**src/rtl/rx_pkg.sv**
```systemverilog
package rx_pkg;
  // apb register byte offsets
  localparam logic [7:0] OFF_MODE = 8'h00;
  localparam logic [7:0] OFF_STAT = 8'h04;
  localparam logic [7:0] OFF_CMD  = 8'h08;
  localparam logic [7:0] OFF_DATA = 8'h0C;
  localparam logic [7:0] OFF_IRQS = 8'h10;
  localparam logic [7:0] OFF_IRQM = 8'h14;
  localparam logic [7:0] OFF_PHI  = 8'h18;
  localparam logic [7:0] OFF_PLO  = 8'h1C;
  localparam logic [7:0] OFF_CNT  = 8'h20;

  // mode word fields and reset value
  localparam int MB_ERRMODE = 0;
  localparam int MB_WDEN    = 1;
  localparam int MB_FULLSRC = 2;
  localparam int MB_FLOW    = 3;
  localparam int MB_DEPTH16 = 4;
  localparam int MODE_W     = 5;
  localparam logic [4:0] MODE_RST = 5'h00;

  // interrupt status / mask fields
  localparam int IB_RX  = 0;
  localparam int IB_WD  = 1;
  localparam int IB_BRK = 2;
  localparam int IB_CTR = 3;
  localparam int IRQ_W  = 4;
  localparam logic [3:0] IRQM_RST = 4'h0;

  // command codes, taken from write data bits 7:4
  localparam logic [3:0] CMD_RX_EN    = 4'h1;
  localparam logic [3:0] CMD_RX_DIS   = 4'h2;
  localparam logic [3:0] CMD_RX_RST   = 4'h3;
  localparam logic [3:0] CMD_ERR_RST  = 4'h4;
  localparam logic [3:0] CMD_BRK_RST  = 4'h5;
  localparam logic [3:0] CMD_CT_START = 4'h6;
  localparam logic [3:0] CMD_CT_STOP  = 4'h7;
  localparam logic [3:0] CMD_TO_ON    = 4'hA;
  localparam logic [3:0] CMD_TO_OFF   = 4'hC;

  // queue geometry: data byte plus parity, framing and break bits
  localparam int ENT_W     = 11;
  localparam int E_PERR    = 8;
  localparam int DEPTH_MAX = 16;
  localparam int PTR_W     = 4;
  localparam int CNT_W     = 5;
  localparam logic [4:0] DEPTH_LO = 5'h08;
  localparam logic [4:0] DEPTH_HI = 5'h10;

  // watchdog length in bit times
  localparam logic [6:0] WD_BIT_TIMES = 7'h40;
  localparam int WD_W = 7;

  // counter/timer
  localparam int CT_W = 16;
  localparam logic [15:0] CT_RST = 16'h0000;
endpackage

```
**src/rtl/rx_queue.sv**
```systemverilog
`timescale 1ns/1ps
module rx_queue (
  // clock and reset
  input  wire logic                       pclk,
  input  wire logic                       presetn,
  // control
  input  wire logic                       clr,
  input  wire logic                       depth16,
  // write side
  input  wire logic                       push,
  input  wire logic [rx_pkg::ENT_W-1:0]   din,
  // read side
  input  wire logic                       pop,
  output logic      [rx_pkg::ENT_W-1:0]   dout,
  // state
  output logic                            empty,
  output logic                            full,
  output logic      [rx_pkg::CNT_W-1:0]   count
);
  logic [rx_pkg::ENT_W-1:0] mem_r [rx_pkg::DEPTH_MAX];
  logic [rx_pkg::PTR_W-1:0] wr_ptr_r;
  logic [rx_pkg::PTR_W-1:0] rd_ptr_r;
  logic [rx_pkg::CNT_W-1:0] cnt_r;
  logic [rx_pkg::CNT_W-1:0] cap;
  logic                     do_push;
  logic                     do_pop;
  logic [rx_pkg::PTR_W-1:0] wr_nxt;
  logic [rx_pkg::PTR_W-1:0] rd_nxt;

  // capacity and pointer wrap follow the selected depth
  assign cap     = depth16 ? rx_pkg::DEPTH_HI : rx_pkg::DEPTH_LO;
  assign full    = cnt_r == cap;
  assign empty   = cnt_r == '0;
  assign count   = cnt_r;
  assign do_push = push & ~full;
  assign do_pop  = pop & ~empty;
  assign wr_nxt  = depth16 ? wr_ptr_r + 4'h1 : {1'b0, wr_ptr_r[2:0] + 3'h1};
  assign rd_nxt  = depth16 ? rd_ptr_r + 4'h1 : {1'b0, rd_ptr_r[2:0] + 3'h1};
  assign dout    = mem_r[rd_ptr_r];

  // storage, one flop row per entry
  for (genvar i = 0; i < rx_pkg::DEPTH_MAX; i++) begin : g_ent
    always_ff @(posedge pclk or negedge presetn) begin
      if (!presetn)
        mem_r[i] <= '0;
      else if (do_push && wr_ptr_r == rx_pkg::PTR_W'(i))
        mem_r[i] <= din;
    end
  end

  // pointers and fill count; clear realigns both pointers
  always_ff @(posedge pclk or negedge presetn) begin
    if (!presetn) begin
      wr_ptr_r <= '0;
      rd_ptr_r <= '0;
      cnt_r    <= '0;
    end else if (clr) begin
      wr_ptr_r <= '0;
      rd_ptr_r <= '0;
      cnt_r    <= '0;
    end else begin
      if (do_push) wr_ptr_r <= wr_nxt;
      if (do_pop) rd_ptr_r <= rd_nxt;
      if (do_push && !do_pop) cnt_r <= cnt_r + 5'h01;
      else if (do_pop && !do_push) cnt_r <= cnt_r - 5'h01;
    end
  end
endmodule

```
**src/rtl/ct_timer.sv**
```systemverilog
`timescale 1ns/1ps
module ct_timer (
  // clock and reset
  input  wire logic                     pclk,
  input  wire logic                     presetn,
  // timer clock enable and controls
  input  wire logic                     tick,
  input  wire logic                     load_run,
  input  wire logic                     stop,
  input  wire logic                     restart,
  input  wire logic [rx_pkg::CT_W-1:0]  preset,
  // state
  output logic      [rx_pkg::CT_W-1:0]  value,
  output logic                          running,
  output logic                          done
);
  typedef enum logic [3:0] {
    ST_IDLE   = 4'b0001,
    ST_RUN    = 4'b0010,
    ST_STOP1  = 4'b0100,
    ST_RELOAD = 4'b1000
  } ct_state_t;

  ct_state_t               st_r;
  logic [rx_pkg::CT_W-1:0] cnt_r;
  logic                    done_r;

  assign value   = cnt_r;
  assign running = st_r == ST_RUN;
  assign done    = done_r;

  // restart halts at once, waits one timer clock, reloads on the next, then counts
  always_ff @(posedge pclk or negedge presetn) begin
    if (!presetn) begin
      st_r   <= ST_IDLE;
      cnt_r  <= rx_pkg::CT_RST;
      done_r <= 1'b0;
    end else begin
      done_r <= 1'b0;
      if (stop) begin
        st_r <= ST_IDLE;
      end else if (load_run) begin
        cnt_r <= preset;
        st_r  <= ST_RUN;
      end else if (restart) begin
        st_r <= ST_STOP1;
      end else if (tick) begin
        unique case (st_r)
          ST_IDLE: ;
          ST_RUN: begin
            if (cnt_r <= 16'h0001) begin
              cnt_r  <= '0;
              done_r <= 1'b1;
              st_r   <= ST_IDLE;
            end else begin
              cnt_r <= cnt_r - 16'h0001;
            end
          end
          ST_STOP1: st_r <= ST_RELOAD;
          ST_RELOAD: begin
            cnt_r <= preset;
            st_r  <= ST_RUN;
          end
        endcase
      end
    end
  end
endmodule

```
**src/rtl/uart_rx_fifo_timeout.sv**
```systemverilog
// Notes on behaviour
// - waiting flag while queue holds data; full flag when every slot used
// - mode bit picks waiting or full flag as receiver interrupt source
// - data read returns oldest entry, then pops it with its status
// - disabled receiver keeps flags, interrupts and watchdog alive
// - entries carry parity, framing, break; overrun and break change apart
// - error mode: head entry only, or OR of all heads since error reset
// - status read never touches the queue; only data read pops
// - char done on full queue held; next start bit loses it, sets overrun
// - flow control: rts high on start bit with full queue, low when freed
// - disabled receiver still readable, accepts no new characters
// - disable drops partial character, keeps queue; resume at next start
// - receiver reset clears holder, flags, status, pointers, rts, receiver irq sources; counter ready is kept
// - watchdog expires after 64 bit times; its irq gated by enable bit
// - watchdog restarts on push or pop, idle while queue empty
// - command code A enters time-out mode, code C leaves it
// - in time-out mode start and stop counter commands are ignored
// - each push stops timer at once, waits one clock, reloads and restarts next clock
// - count reaching zero sets counter ready; irq when mask bit set
// - a character after time-out clears counter ready and its irq
// - time-out on clears counter ready, timer idle until first push
// - break pushes an all-zero character with its break bit set
//
// Decided for this implementation: the placing of the registers and the APB interface to the registers.
`timescale 1ns/1ps
module uart_rx_fifo_timeout (
  // apb slave
  input  wire logic        pclk,
  input  wire logic        presetn,
  input  wire logic        psel,
  input  wire logic        penable,
  input  wire logic        pwrite,
  input  wire logic [7:0]  paddr,
  input  wire logic [31:0] pwdata,
  output logic      [31:0] prdata,
  output logic             pready,
  output logic             pslverr,
  // character sampler, same clock
  input  wire logic        start_det,
  input  wire logic        char_done,
  input  wire logic [7:0]  char_data,
  input  wire logic        char_perr,
  input  wire logic        char_ferr,
  input  wire logic        char_brk,
  input  wire logic        bit_tick,
  input  wire logic        ct_tick,
  // line and status outputs
  output logic             request_to_send_out_n,
  output logic             rx_char_waiting_flag,
  output logic             queue_full_flag,
  output logic             irq
);
  // register state
  logic [rx_pkg::MODE_W-1:0] mode_r;
  logic [rx_pkg::IRQ_W-1:0]  interrupt_mask_word;
  logic [7:0]                timer_preset_high;
  logic [7:0]                timer_preset_low;
  logic [31:0]               prdata_r;
  // receiver state
  logic                      rx_en_r;
  logic                      hold_v_r;
  logic [rx_pkg::ENT_W-1:0]  hold_r;
  logic                      overrun_error_bit;
  logic [2:0]                acc_r;
  logic                      break_change_status_bit;
  logic                      brk_last_r;
  logic                      rts_n_r;
  logic [rx_pkg::WD_W-1:0]   wd_cnt_r;
  logic                      wd_exp_r;
  logic                      to_mode_r;
  logic                      counter_ready_status_bit;

  // apb decode
  wire setup    = psel & ~penable;
  wire access   = psel & penable;
  wire wr       = access & pwrite;
  wire rd       = access & ~pwrite;
  wire hit_mode = paddr == rx_pkg::OFF_MODE;
  wire hit_stat = paddr == rx_pkg::OFF_STAT;
  wire hit_cmd  = paddr == rx_pkg::OFF_CMD;
  wire hit_data = paddr == rx_pkg::OFF_DATA;
  wire hit_irqs = paddr == rx_pkg::OFF_IRQS;
  wire hit_irqm = paddr == rx_pkg::OFF_IRQM;
  wire hit_phi  = paddr == rx_pkg::OFF_PHI;
  wire hit_plo  = paddr == rx_pkg::OFF_PLO;
  wire hit_cnt  = paddr == rx_pkg::OFF_CNT;
  wire mapped   = hit_mode | hit_stat | hit_cmd | hit_data | hit_irqs
                | hit_irqm | hit_phi | hit_plo | hit_cnt;

  assign pready  = 1'b1;
  assign pslverr = access & ~mapped;
  assign prdata  = prdata_r;

  // command strobes
  wire       cmd_wr    = wr & hit_cmd;
  wire [3:0] cmd       = pwdata[7:4];
  wire       c_en      = cmd_wr & (cmd == rx_pkg::CMD_RX_EN);
  wire       c_dis     = cmd_wr & (cmd == rx_pkg::CMD_RX_DIS);
  wire       c_rst     = cmd_wr & (cmd == rx_pkg::CMD_RX_RST);
  wire       c_err     = cmd_wr & (cmd == rx_pkg::CMD_ERR_RST);
  wire       c_brk     = cmd_wr & (cmd == rx_pkg::CMD_BRK_RST);
  wire       c_start   = cmd_wr & (cmd == rx_pkg::CMD_CT_START);
  wire       c_stop    = cmd_wr & (cmd == rx_pkg::CMD_CT_STOP);
  wire       c_to_on   = cmd_wr & (cmd == rx_pkg::CMD_TO_ON);
  wire       c_to_off  = cmd_wr & (cmd == rx_pkg::CMD_TO_OFF);

  // mode fields
  wire blk_mode = mode_r[rx_pkg::MB_ERRMODE];
  wire watchdog_irq_enable_bit = mode_r[rx_pkg::MB_WDEN];
  wire full_src = mode_r[rx_pkg::MB_FULLSRC];
  wire flow_en  = mode_r[rx_pkg::MB_FLOW];
  wire depth16  = mode_r[rx_pkg::MB_DEPTH16];

  // queue interface
  logic [rx_pkg::ENT_W-1:0] head;
  logic [rx_pkg::ENT_W-1:0] q_din;
  logic                     q_empty;
  logic                     q_full;
  logic [rx_pkg::CNT_W-1:0] q_count;
  wire [rx_pkg::ENT_W-1:0] new_ent = {char_brk, char_ferr, char_perr,
                                      char_brk ? 8'h00 : char_data};
  wire new_ok    = rx_en_r & char_done;
  wire push_hold = hold_v_r & ~q_full;
  wire push_new  = new_ok & ~q_full & ~hold_v_r;
  wire push      = push_hold | push_new;
  wire pop       = rd & hit_data & ~q_empty;
  assign q_din   = push_hold ? hold_r : new_ent;

  rx_queue u_queue (
    .pclk    (pclk),
    .presetn (presetn),
    .clr     (c_rst),
    .depth16 (depth16),
    .push    (push),
    .din     (q_din),
    .pop     (pop),
    .dout    (head),
    .empty   (q_empty),
    .full    (q_full),
    .count   (q_count)
  );

  // counter/timer, driven by commands or by the received stream
  logic [rx_pkg::CT_W-1:0] ct_value;
  logic                    ct_running;
  logic                    ct_done;
  wire ct_load    = c_start & ~to_mode_r;
  wire ct_stop    = (c_stop & ~to_mode_r) | c_to_on;
  wire ct_restart = to_mode_r & push;

  ct_timer u_timer (
    .pclk     (pclk),
    .presetn  (presetn),
    .tick     (ct_tick),
    .load_run (ct_load),
    .stop     (ct_stop),
    .restart  (ct_restart),
    .preset   ({timer_preset_high, timer_preset_low}),
    .value    (ct_value),
    .running  (ct_running),
    .done     (ct_done)
  );

  // status views
  wire [2:0] head_err  = q_empty ? 3'h0 : head[rx_pkg::ENT_W-1:rx_pkg::E_PERR];
  wire [2:0] err_view  = blk_mode ? acc_r : head_err;
  wire       rx_src    = full_src ? q_full : ~q_empty;
  wire       wd_flag   = wd_exp_r & watchdog_irq_enable_bit;
  wire [3:0] interrupt_status_word = {counter_ready_status_bit,
                                      break_change_status_bit,
                                      wd_flag, rx_src};
  wire [8:0] receiver_status_word  = {to_mode_r, rx_en_r, wd_exp_r, err_view,
                                      overrun_error_bit, q_full, ~q_empty};

  assign rx_char_waiting_flag  = ~q_empty;
  assign queue_full_flag       = q_full;
  assign request_to_send_out_n = rts_n_r;
  assign irq = |(interrupt_status_word & interrupt_mask_word);

  // read data mux, captured in the setup cycle
  wire [31:0] rd_mux =
      hit_mode ? {27'h000_0000, mode_r} :
      hit_stat ? {23'h00_0000, receiver_status_word} :
      hit_data ? {21'h00_0000, head} :
      hit_irqs ? {28'h000_0000, interrupt_status_word} :
      hit_irqm ? {28'h000_0000, interrupt_mask_word} :
      hit_phi  ? {24'h00_0000, timer_preset_high} :
      hit_plo  ? {24'h00_0000, timer_preset_low} :
      hit_cnt  ? {16'h0000, ct_value} : 32'h0000_0000;

  // software registers
  always_ff @(posedge pclk or negedge presetn) begin
    if (!presetn) begin
      mode_r              <= rx_pkg::MODE_RST;
      interrupt_mask_word <= rx_pkg::IRQM_RST;
      timer_preset_high   <= 8'h00;
      timer_preset_low    <= 8'h00;
      prdata_r            <= 32'h0000_0000;
    end else begin
      if (wr && hit_mode) mode_r <= pwdata[rx_pkg::MODE_W-1:0];
      if (wr && hit_irqm) interrupt_mask_word <= pwdata[rx_pkg::IRQ_W-1:0];
      if (wr && hit_phi) timer_preset_high <= pwdata[7:0];
      if (wr && hit_plo) timer_preset_low <= pwdata[7:0];
      if (setup && !pwrite) prdata_r <= rd_mux;
    end
  end

  // receiver enable; reset leaves it disabled
  always_ff @(posedge pclk or negedge presetn) begin
    if (!presetn) rx_en_r <= 1'b0;
    else if (c_dis || c_rst) rx_en_r <= 1'b0;
    else if (c_en) rx_en_r <= 1'b1;
  end

  // holder for a completed character that found the queue full
  always_ff @(posedge pclk or negedge presetn) begin
    if (!presetn) begin
      hold_v_r <= 1'b0;
      hold_r   <= '0;
    end else if (c_rst || !rx_en_r) begin
      hold_v_r <= 1'b0;
    end else if (new_ok && (q_full || hold_v_r)) begin
      hold_v_r <= 1'b1;
      hold_r   <= new_ent;
    end else if (start_det && hold_v_r) begin
      hold_v_r <= 1'b0;
    end else if (push_hold) begin
      hold_v_r <= 1'b0;
    end
  end

  // overrun, block errors and break change; a set beats a clear
  wire ovr_set = rx_en_r & start_det & hold_v_r;
  wire brk_set = push & (q_din[rx_pkg::ENT_W-1] != brk_last_r);
  always_ff @(posedge pclk or negedge presetn) begin
    if (!presetn) begin
      overrun_error_bit       <= 1'b0;
      acc_r                   <= 3'h0;
      break_change_status_bit <= 1'b0;
      brk_last_r              <= 1'b0;
    end else begin
      overrun_error_bit <= ovr_set | (overrun_error_bit & ~(c_err | c_rst));
      acc_r <= head_err | (acc_r & {3{~(c_err | c_rst)}});
      break_change_status_bit <= brk_set
          | (break_change_status_bit & ~(c_brk | c_rst));
      if (c_rst) brk_last_r <= 1'b0;
      else if (push) brk_last_r <= q_din[rx_pkg::ENT_W-1];
    end
  end

  // automatic request-to-send flow control
  always_ff @(posedge pclk or negedge presetn) begin
    if (!presetn) rts_n_r <= 1'b0;
    else if (c_rst) rts_n_r <= 1'b0;
    else if (flow_en && rx_en_r && start_det && q_full) rts_n_r <= 1'b1;
    else if (!q_full || !flow_en) rts_n_r <= 1'b0;
  end

  // watchdog on unread data, counted in bit times
  wire wd_restart = push | pop | c_rst | q_empty;
  always_ff @(posedge pclk or negedge presetn) begin
    if (!presetn) begin
      wd_cnt_r <= '0;
      wd_exp_r <= 1'b0;
    end else if (wd_restart) begin
      wd_cnt_r <= '0;
      wd_exp_r <= 1'b0;
    end else if (bit_tick && !wd_exp_r) begin
      wd_cnt_r <= wd_cnt_r + 7'h01;
      if (wd_cnt_r + 7'h01 == rx_pkg::WD_BIT_TIMES) wd_exp_r <= 1'b1;
    end
  end

  // time-out mode and counter ready flag
  wire ctr_clr = ct_restart | c_to_on | (c_stop & ~to_mode_r);
  always_ff @(posedge pclk or negedge presetn) begin
    if (!presetn) begin
      to_mode_r                <= 1'b0;
      counter_ready_status_bit <= 1'b0;
    end else begin
      if (c_to_on) to_mode_r <= 1'b1;
      else if (c_to_off) to_mode_r <= 1'b0;
      counter_ready_status_bit <= ct_done
          | (counter_ready_status_bit & ~ctr_clr);
    end
  end
endmodule

```
**config.mk**
```make
export PLATFORM = sky130hd
export DESIGN_NAME = uart_rx_fifo_timeout
export DESIGN_NICKNAME = d
export VERILOG_FILES = /design/src/rtl/rx_pkg.sv /design/src/rtl/rx_queue.sv /design/src/rtl/ct_timer.sv /design/src/rtl/uart_rx_fifo_timeout.sv
export SDC_FILE = /design/constraint.sdc
export NUM_CORES = 1
export LEC_CHECK = 0
export BUFFER_PORTS_ARGS = -buffer_cell sky130_fd_sc_hd__buf_2
export CAP_MARGIN = 20
export CORE_ASPECT_RATIO = 1.75
export CORE_MARGIN = 8
export CORE_UTILIZATION = 35
export DETAILED_ROUTE_END_ITERATION = 8
export SLEW_MARGIN = 20
export SYNTH_ARGS = -nofsm -noshare
export SYNTH_HDL_FRONTEND = slang
export SYNTH_SLANG_ARGS = --single-unit
```
**constraint.sdc**
```tcl
create_clock -name pclk -period 3.2 [get_ports pclk]
set_clock_uncertainty 0.05 [all_clocks]
set_input_delay 0.64 -clock pclk [delete_from_list [all_inputs] [get_ports pclk]]
set_output_delay 0.64 -clock pclk [all_outputs]
set_load 0.02 [all_outputs]
```
Word-level counts from Yosys, hierarchy flattened

Index checks and enable logic that the tools add are counted.

Output and inout port bits: 38
Input bits: 60
Flip-flop bits (word level): 297
Logic and storage cells: 281

Multiplexer cells: 61
Reductions and logical operators: 62
Eq/ne operators: 40
Bitwise gates (word level): 69
Magnitude comparators: 2
Add/sub/neg operators: 8

Operators with widths:

| operator                                             | number |
|---|---|
| 2-to-1 mux 16 bit                                    | 12 |
| binary-select mux 11 bit (select 4 bit)              | 1 |
| == test 4 bit, second input constant                 | 11 |
| 2-to-1 mux 4 bit                                     | 11 |
| == test 4 x 3 -> 1 bit, second input constant        | 9 |
| AND 1 bit                                            | 33 |
| 2-to-1 mux 11 bit                                    | 3 |
| == test 8 x 5 -> 1 bit, second input constant        | 4 |
| case mux 16 bit (2 select lines)                     | 1 |
| logical AND 1 bit                                    | 29 |
| 2-to-1 mux 1 bit                                     | 23 |
| == test 4 x 2 -> 1 bit, second input constant        | 5 |
| 2-to-1 mux 5 bit                                     | 4 |
| OR 1 bit                                             | 20 |
| == test 8 x 4 -> 1 bit, second input constant        | 2 |
| <= comparator 16 x 1 -> 1 bit, second input constant | 1 |
| nonzero test 2 bit                                   | 8 |
| subtractor 16 x 1 -> 16 bit, second input constant   | 1 |
| 2-to-1 mux 7 bit                                     | 2 |
| NOT 1 bit                                            | 12 |
| case mux 4 bit (3 select lines)                      | 1 |
| nonzero test 3 bit                                   | 3 |
| adder 4 x 1 -> 4 bit, second input constant          | 2 |
| == test 4 x 1 -> 1 bit, second input constant        | 2 |
| other kinds (29)                                     | 42 |

Depth between registers and ports, before layout

Gate-level depths: netlist of the first run.

Depth in word-level cells: 12
Gate-level depth with buffers: 11
Gate-level depth less buffers: 9

Hierarchy

Synthesis of the first run repeated with hierarchy kept, for this count alone.

Cell total of the unflattened synthesis: 1254
Area, all modules: 14730.4 um2

By module, submodules not included:

| module               | seq. area each (um2) | instances | area each (um2) | cells each |
|---|---|---|---|---|
| rx_queue             | 4729.5               | 1         | 9211.3          | 660 |
| uart_rx_fifo_timeout | 1776.7               | 1         | 4155.2          | 441 |
| ct_timer             | 526.8                | 1         | 1363.8          | 153 |

Worst setup path after synthesis of the first run

No wires, ideal clock.

Path kind: in2reg
From: in paddr[5]
To: reg u_queue.cnt_r, in the netlist u_queue.count[4]
Slack: 0.399 ns
Setup time: 0.132 ns
Cell stages on the path: 9
Data required time: 3.018 ns
Arrival: 2.619 ns
Cells stage by stage: nor3_2 nand4_1 o211ai_1 ha_1 a21o_1 a21oi_1 mux2i_1 xnor2_1 nor2_1

Longest elaborated chain between the ends: 8
Elaborated cells on any way between the ends: 13
Classes of those cells: eq/ne: 2; mux: 2; bitwise: 5; reduce/logical: 4

Ends and longest elaborated chain:

| element                | RTL line                    | source |
|---|---|---|
| start: declaration     | uart_rx_fifo_timeout.sv:33  | `input wire logic [7:0] paddr,` |
| == test 8 x 4 -> 1 bit | uart_rx_fifo_timeout.sv:81  | `wire hit_data = paddr == rx_pkg::OFF_DATA;` |
| AND 1 bit (2 in a row) | uart_rx_fifo_timeout.sv:126 | `wire pop = rd & hit_data & ~q_empty;` |
| AND 1 bit              | rx_queue.sv:36              | `assign do_pop = pop & ~empty;` |
| zero test 1 bit        | rx_queue.sv:64              | `if (do_push && !do_pop) cnt_r <= cnt_r + 5'h01;` |
| logical AND 1 bit      | rx_queue.sv:64              |  |
| 2-to-1 mux 5 bit       | rx_queue.sv:64              |  |
| 2-to-1 mux 5 bit       | rx_queue.sv:57              | `end else if (clr) begin` |
| end signal: assignment | rx_queue.sv:64              |  |
| end signal: assignment | rx_queue.sv:65              | `else if (do_pop && !do_push) cnt_r <= cnt_r - 5'h01;` |
| end: declaration       | rx_queue.sv:23              | `logic [rx_pkg::CNT_W-1:0] cnt_r;` |

Parallel ways exist; a longest one is shown, timed or not.
A chain may end at the register's enable or synchronous reset.

Worst setup path in the final report of the first run

From: reg u_queue.cnt_r, in the netlist u_queue.count[1]
To: out irq

Longest elaborated chain between the ends: 5
Elaborated cells on any way between the ends: 6
Classes of those cells: eq/ne: 1; mux: 1; bitwise: 2; reduce/logical: 2

Ends and longest elaborated chain:

| element                | RTL line                    | source |
|---|---|---|
| zero test 5 bit        | rx_queue.sv:33              | `assign empty = cnt_r == '0;` |
| NOT 1 bit              | uart_rx_fifo_timeout.sv:167 | `wire rx_src = full_src ? q_full : ~q_empty;` |
| 2-to-1 mux 1 bit (*)   | uart_rx_fifo_timeout.sv:167 |  |
| AND 4 bit (*)          | uart_rx_fifo_timeout.sv:178 | `assign irq = \|(interrupt_status_word & interrupt_mask_word);` |
| OR reduction 4 bit (*) | uart_rx_fifo_timeout.sv:178 |  |
| end: declaration       | uart_rx_fifo_timeout.sv:51  | `output logic irq` |

Every way passes the cells marked *; elsewhere a longest branch is shown, timed or not.

==> summary.txt, run 1 <==
Run status
  • Status: finished, final reports clean

Critical path
  • Cell depth of the worst flop-to-flop path: 10
  • Worst Path Arrival: 2.39 ns
  • Worst setup path category: flop to output pin
  • CP Launch Type: flop
  • CP Cell Sequence: or3_1 -> or3_1 -> o21ai_0 -> buf_4 -> o21ai_2 -> buf_2
  • Crit path max-delay cell type: or3_1
  • Critical Path Fanout Max: 4
  • Crit end category: output pin
  • Critical path's most frequent cell: or3_1
  • CP max stage delay: around 0.45 ns
  • CP Data Required Time: 2.51 ns
  • R2r setup slk: 0.26 ns

Die
  • DIE HEIGHT: 280 um
  • Core area: 39,700 um^2
  • Die area: ~47,000 um^2
  • Initial Util: 35.1%
  • Die Width: between 150 and 200 um
  • Row Count: 97
  • Io pins: 98

Synth
  • Commonest register cell after synthesis: dfrtp_1
  • Asr flop ratio synth: 100%
  • Cell variety after synth: 81
  • Syn Area/Cell: between 10 and 15 um^2
  • Netlist area before placement: 13,900 um^2
  • Post-synthesis sequential area ratio: 50.4%
  • Gate Count Post-Synth: 1,373
  • Post-synth EDFFs: 0
  • #FFs+latches synth: approximately 280
  • Synthesis Warnings: 0

Timing
  • Fmax achieved: approximately 320 MHz
  • Setup TNS: 0 ns
  • Period Utilization, post-route: just under 100%
  • RSZ-0062 raised after global routing: false
  • Final Hold Vio Count: 0
  • Clock period minus final worst setup slack: 3.08 ns
  • Final setup vio count: 0
  • Worst Tran Pin Value: 0.790 ns
  • Worst hold margin: 0.301 ns
  • Max Slew Vio Count: 0
  • Worst setup margin: 0.118 ns
  • Max transition margin: 47.4%

Job
  • Max cap viols: 0

Place
  • Dpl ws: 0.245 ns
  • GP Congestion: 0.962
  • Final HPWL DP: 29,600 um
  • # port buffers: 56

Detailed routing
  • Via count: roughly 11,000
  • Avg WL per Cell: 20.9 um
  • WL final: 40,500 um
  • Detailed Routing Iterations Pass 1: 5
  • Iter 0 DRT Violations: 578
  • Vias per cell: 5.41
  • DRC viols: 0
  • Number of routed nets with antenna violations: 0

Finish
  • Multi-input gate area: 6310 um^2
  • N_diodes: 0
  • Most common cell after layout, fill and taps aside: dfrtp_1
  • Share of cells above drive strength 1: approximately a fifth
  • Register area: 7040 um^2
  • Final net count: 1,502
  • Synth-to-Final Area Change: 13.6%
  • Fillers: around 3,900
  • Most frequent cells in the layout: dfrtp_1, nor2_1, a21oi_1, nand2_1, o21ai_0

Clock tree
  • CTS clk-pin slew, worst paths: about 0.06 ns
  • H-tree depth: 1
  • Num CTS Buffers: 26
  • Clock Path Buffers: 3
  • CTS tree: yes
  • Setup Fix Bufs, Post-CTS: 0
  • Root buf cell: clkbuf_16
  • Worst skew pair latency: 0.54 ns
  • CTS sink count: 281

Power
  • Leak pwr: 7.26 nW
  • PwrDens: 473 nW/um^2
  • Max VDD drop: 339 uV

Hold path
  • Hold Path Cell Cnt: 2
  • Hold Path Class: primary input to flop

Global routing
  • Vias in the first global route: 11,074
  • Grt total ovfl: 0
  • Initial antenna violation count: 0
  • GR Util All Layers: ~17%
  • Pin count of the biggest net entering global routing: about 100
  • First-pass GRT wire length: 63,700 um
-- critical path: cells and delay by family, from the launching register on --
family	cells	cell delay [ns]
buf+inv	2	0.35
flops	1	0.42
compound gates	2	0.26
simple gates	2	0.81
-- synth_stat cells, types with 11 or more instances --
library cell | n | share of area (%)
mux2i_1 | 19 | 1.4
ha_1 | 12 | 1.1
dfrtp_1 | 280 | 50
buf_4 | 31 | 1.7
nand2b_1 | 15 | 0.67
inv_1 | 14 | 0.38
buf_2 | 26 | 0.93
mux2_2 | 29 | 2.3
a21oi_1 | 158 | 5.7
nor2_1 | 192 | 5.2
clkbuf_1 | 56 | 1.5
mux4_2 | 44 | 7.1
nor4_1 | 11 | 0.49
nand3_1 | 26 | 0.93
xor2_1 | 12 | 0.75
o21ai_0 | 91 | 3.3
nand2_1 | 128 | 3.4
nor3_1 | 21 | 0.75
a22o_1 | 26 | 1.6
and3_1 | 21 | 0.94
-- final timing paths --
check                                                   from                                 end
worst min register to register        u_timer.done$_DFF_PN0_  counter_ready_status_bit$_DFF_PN0_
worst max-delay path            u_queue.count[1]$_DFFE_PN0P_                                 irq
max in group asynchronous                            presetn       u_timer.value[11]$_DFFE_PN0P_
worst min-delay path                               char_perr               hold_r[8]$_DFFE_PN0P_
worst max register to register  u_queue.count[1]$_DFFE_PN0P_        u_queue.count[4]$_DFFE_PN0P_
min in group asynchronous                            presetn        u_queue.count[1]$_DFFE_PN0P_
-- registers in the layout, indices dropped and copies added, names as in the netlist, 3 cells and up --
| signal | flops |
|---|---|
| u_timer.value | 16 |
| interrupt_mask_word | 4 |
| hold_r | 11 |
| prdata | 16 |
| wd_cnt_r | 7 |
| acc_r | 3 |
| u_timer.st_r | 4 |
| timer_preset_high | 8 |
| u_queue.mem_r | 176 |
| u_queue.wr_ptr_r | 4 |
| timer_preset_low | 8 |
| mode_r | 5 |
| u_queue.rd_ptr_r | 4 |
| u_queue.count | 5 |
-- final cells by class --
cell class	count	share of cell area, %
multi-input combinational	973	39.8
tap	495	3.91
clock buffer	42	5.06
sequential	281	44.4
inverter	15	0.363
clock inverter	5	0.490
timing repair buffer	132	5.93
-- layer usage --
layer | part of all wire (%) | up-vias | wire length [um] | track usage [%]
met5 | 0 | - | 0 | 0
met4 | 6.0 | 0 | 2440 | 10.7
met1 | 35 | 5188 | 14300 | 17.4
li1 | - | 4978 | - | -
met3 | 3.7 | 97 | 1490 | 2.34
met2 | 55 | 243 | 22300 | 33.5
-- per-stage QoR --
stage               instances  utilization (%)  power [mW]  area [um^2]
floorplan                1388                -        4.07        14000
global placement         1895             37.7        4.33        14900
detailed placement       1895             37.7        4.34        14900
CTS                      1943             39.9        7.59        15800
global route             1943             39.9        7.76        15800
finish                   1943             39.9        7.50        15800
-- logic make-up (layout without fill, tap and decap cells) --
logic type | count (synthesis) | count (layout) | synth area share (%)
XOR/XNOR | 18 | 18 | 1.13
multiplexers | 93 | 93 | 11.0
buffers and inverters | 134 | 194 | 4.90
other | 2 | 17 | 0.0539
adder cells (fa/ha/maj) | 13 | 13 | 1.22
AND/OR/NAND/NOR | 475 | 475 | 16.0
AO/OA/AOI/OAI | 357 | 357 | 15.3
flip-flops | 281 | 281 | 50.4
-- power by group --
| group | total, mW | internal (mW) | switching [mW] |
|---|---|---|---|
| Combinational | 0.661 | 0.219 | 0.442 |
| Clock | 3.22 | 1.87 | 1.35 |
| Sequential | 3.62 | 3.58 | 0.0336 |
| Total | 7.50 | 5.67 | 1.82 |
-- what timing repair did --
item                                   CTS  global route
setup endpoints to repair                1             0
hold buffers                             1             0
endpoints found under the hold margin   50             0
gates resized for setup                  2             0
No activity file was read; power rests on OpenSTA's default activity.
==> run 2: changes to the inputs <==
Settings changed: CORE_MARGIN 8 to unset, SKIP_CTS_REPAIR_TIMING set to 1.
==> run 2 against run 1 <==
Against the previous run: worst setup slack lost 0.013 ns; cell area rose by 0.22%; critical path depth shrank 1; combinational power shrank 3.0%; non-clock buffer count grew 1; global-route usage is 2.7 points higher; flip-flop and latch count unchanged; clock power grew 5%; routed wire length decreased by 1.3%; count of clock-buffer cells in the layout shrank 5; sequential share of layout area decreased by 0.098 points; first-iteration DRC count is 19% higher; critical path type unchanged; critical endpoint unchanged.
==> summary.txt, run 2 (synthesis gave the netlist of run 1 again) <==
Run status
  • Status: finished, final reports clean

Timing
  • Period Utilization, post-route: 96.7%
  • Setup TNS: 0 ns
  • Max transition margin: 43.8%
  • Clock period minus final worst setup slack: ~3.1 ns
  • Fmax achieved: approximately 320 MHz
  • Worst Tran Pin Value: ~0.84 ns
  • Final Hold Vio Count: 0
  • RSZ-0062 raised after global routing: false
  • Final setup vio count: 0
  • Max Slew Vio Count: 0

Finish
  • Most common cell after layout, fill and taps aside: dfrtp_1
  • Most frequent cells in the layout: dfrtp_1, nor2_1, a21oi_1, nand2_1, o21ai_0
  • Non-Filler Instances: 1,938
  • Share of cells above drive strength 1: 19.1%
  • Max reg flops: 176
  • Final net count: 1,503
  • N_diodes: 0
  • Synth-to-Final Area Change: 13.8%
  • Biggest register: u_queue.mem_r
  • Core Util, Final: 40.4%

Critical path
  • CP Launch Type: flop
  • Crit path max-delay cell type: dfrtp_1
  • CP Data Required Time: 2.51 ns
  • Worst setup path category: flop to output pin
  • CP Buf/Inv Count: 1
  • CP max stage delay: around 0.43 ns
  • CP Cell Sequence: or3_1 -> or3_1 -> o21ai_1 -> o21ai_0 -> buf_2
  • Critical path's most frequent cell: or3_1
  • Worst Path Arrival: 2.40 ns
  • Critical Path Fanout Max: 4
  • Crit path max-delay family: simple AND/OR/NAND/NOR gates
  • Crit end category: output pin

Global routing
  • Pin count of the biggest net entering global routing: 98
  • Grt total ovfl: 0
  • Initial antenna violation count: 0
  • First-pass GRT wire length: around 62,000 um
  • GR Util All Layers: 20.1%
  • Vias in the first global route: 10,738

Clock tree
  • H-tree depth: 1
  • CTS sink count: 281
  • Clock Path Buffers: 3
  • Root buf cell: clkbuf_16
  • CTS clk-pin slew, worst paths: roughly 0.070 ns
  • Worst skew pair latency: 0.55 ns
  • Num CTS Buffers: 26
  • CTS tree: yes

Detailed routing
  • Vias per cell: 5.44
  • Via count: 10,551
  • Iter 0 DRT Violations: 690
  • Number of routed nets with antenna violations: 0
  • DRC viols: 0
  • Avg WL per Cell: a little over 20 um
  • Detailed Routing Iterations Pass 1: 5
  • WL final: 40,000 um

Power
  • Max VDD drop: 438 uV
  • Leak pwr: 7.29 nW
  • PwrDens: approximately 480 nW/um^2
  • Total power: 7.65 mW

Job
  • Max cap viols: 0

Place
  • Final HPWL DP: 29,200 um
  • # port buffers: between 50 and 60
  • Dpl cells: ~1,900
  • GP Congestion: slightly above 1

Hold path
  • Hold Path Class: primary input to asynchronous set/reset pin

Die
  • Die area: 40,700 um^2
  • Io pins: slightly below 100
  • Die Width: 153 um
  • Row Count: 96
  • Initial Util: 35.5%
  • DIE HEIGHT: 266 um
  • Core area: 39,300 um^2
[run 2: changes by cell type in the layout (fill, tap and decap cells not counted), sizes merged]
cell / delta
dlygate4sd3: -1
clkbuf: -5
clkinv: +2
buf: +2
inv: +1
clkinvlp: -1
bufinv: +2
[run 2: final cells by class]
cell class	count	area [um^2]
clock buffers	37	783
clock inverters	9	149
fillers	3836	23400
inverters	15	57.6
multi-input cells	973	6300
flip-flops and latches	281	7040
well taps	490	613
repair buffers	133	931
[run 2: stage by stage]
stage               hold slack, ns  setup slack, ns  area [um^2]
floorplan                    0.294            0.399        14000
global placement             0.367            0.284        14900
finish                      0.0904            0.105        15900
global route                 0.134          0.00896        15900
detailed placement           0.375            0.271        14900
CTS                          0.119          -0.0364        15900
[run 2: worst reg2reg max path: stages, from the launching register on]
cell	delay, ns
dfrtp_1	0.43
or3_1	0.42
o31ai_1	0.31
o211ai_1	0.17
buf_4	0.19
fa_1	0.41
a21o_1	0.20
a21oi_1	0.16
mux2i_1	0.24
xnor2_1	0.15
nor2_1	0.06
[run 2: worst paths after layout]
| check | slack (ns) | end | cells after the start | start |
|---|---|---|---|---|
| min in group pclk | 0.29 | hold_r[8]$_DFFE_PN0P_ | 2 | char_perr |
| max | 0.11 | irq | 5 | u_queue.count[0]$_DFFE_PN0P_ |
| max in group asynchronous | 2.14 | u_queue.mem_r[12]$_DFFE_PN0P_ | 2 | presetn |
| min reg2reg | 0.38 | counter_ready_status_bit$_DFF_PN0_ | 1 | u_timer.done$_DFF_PN0_ |
| min | 0.09 | rx_en_r$_DFFE_PN0P_ | 1 | presetn |
| max reg2reg | 0.30 | u_queue.count[4]$_DFFE_PN0P_ | 10 | u_queue.count[0]$_DFFE_PN0P_ |
[run 2: layer usage]
metal	vias to the layer above	GRT usage, %	wire length [um]
met5	-	0	0
met4	0	13.6	2860
met3	110	2.02	1350
met2	299	38.3	21700
met1	5170	20.5	14100
li1	4972	-	-
[run 2: power breakdown]
part           leakage (nW)  switching, mW  total (mW)  internal [mW]
registers              3.89         0.0333        3.62           3.58
clock network         0.463           1.37        3.39           2.02
logic                  2.94          0.432       0.641          0.209
total                  7.29           1.84        7.65           5.81
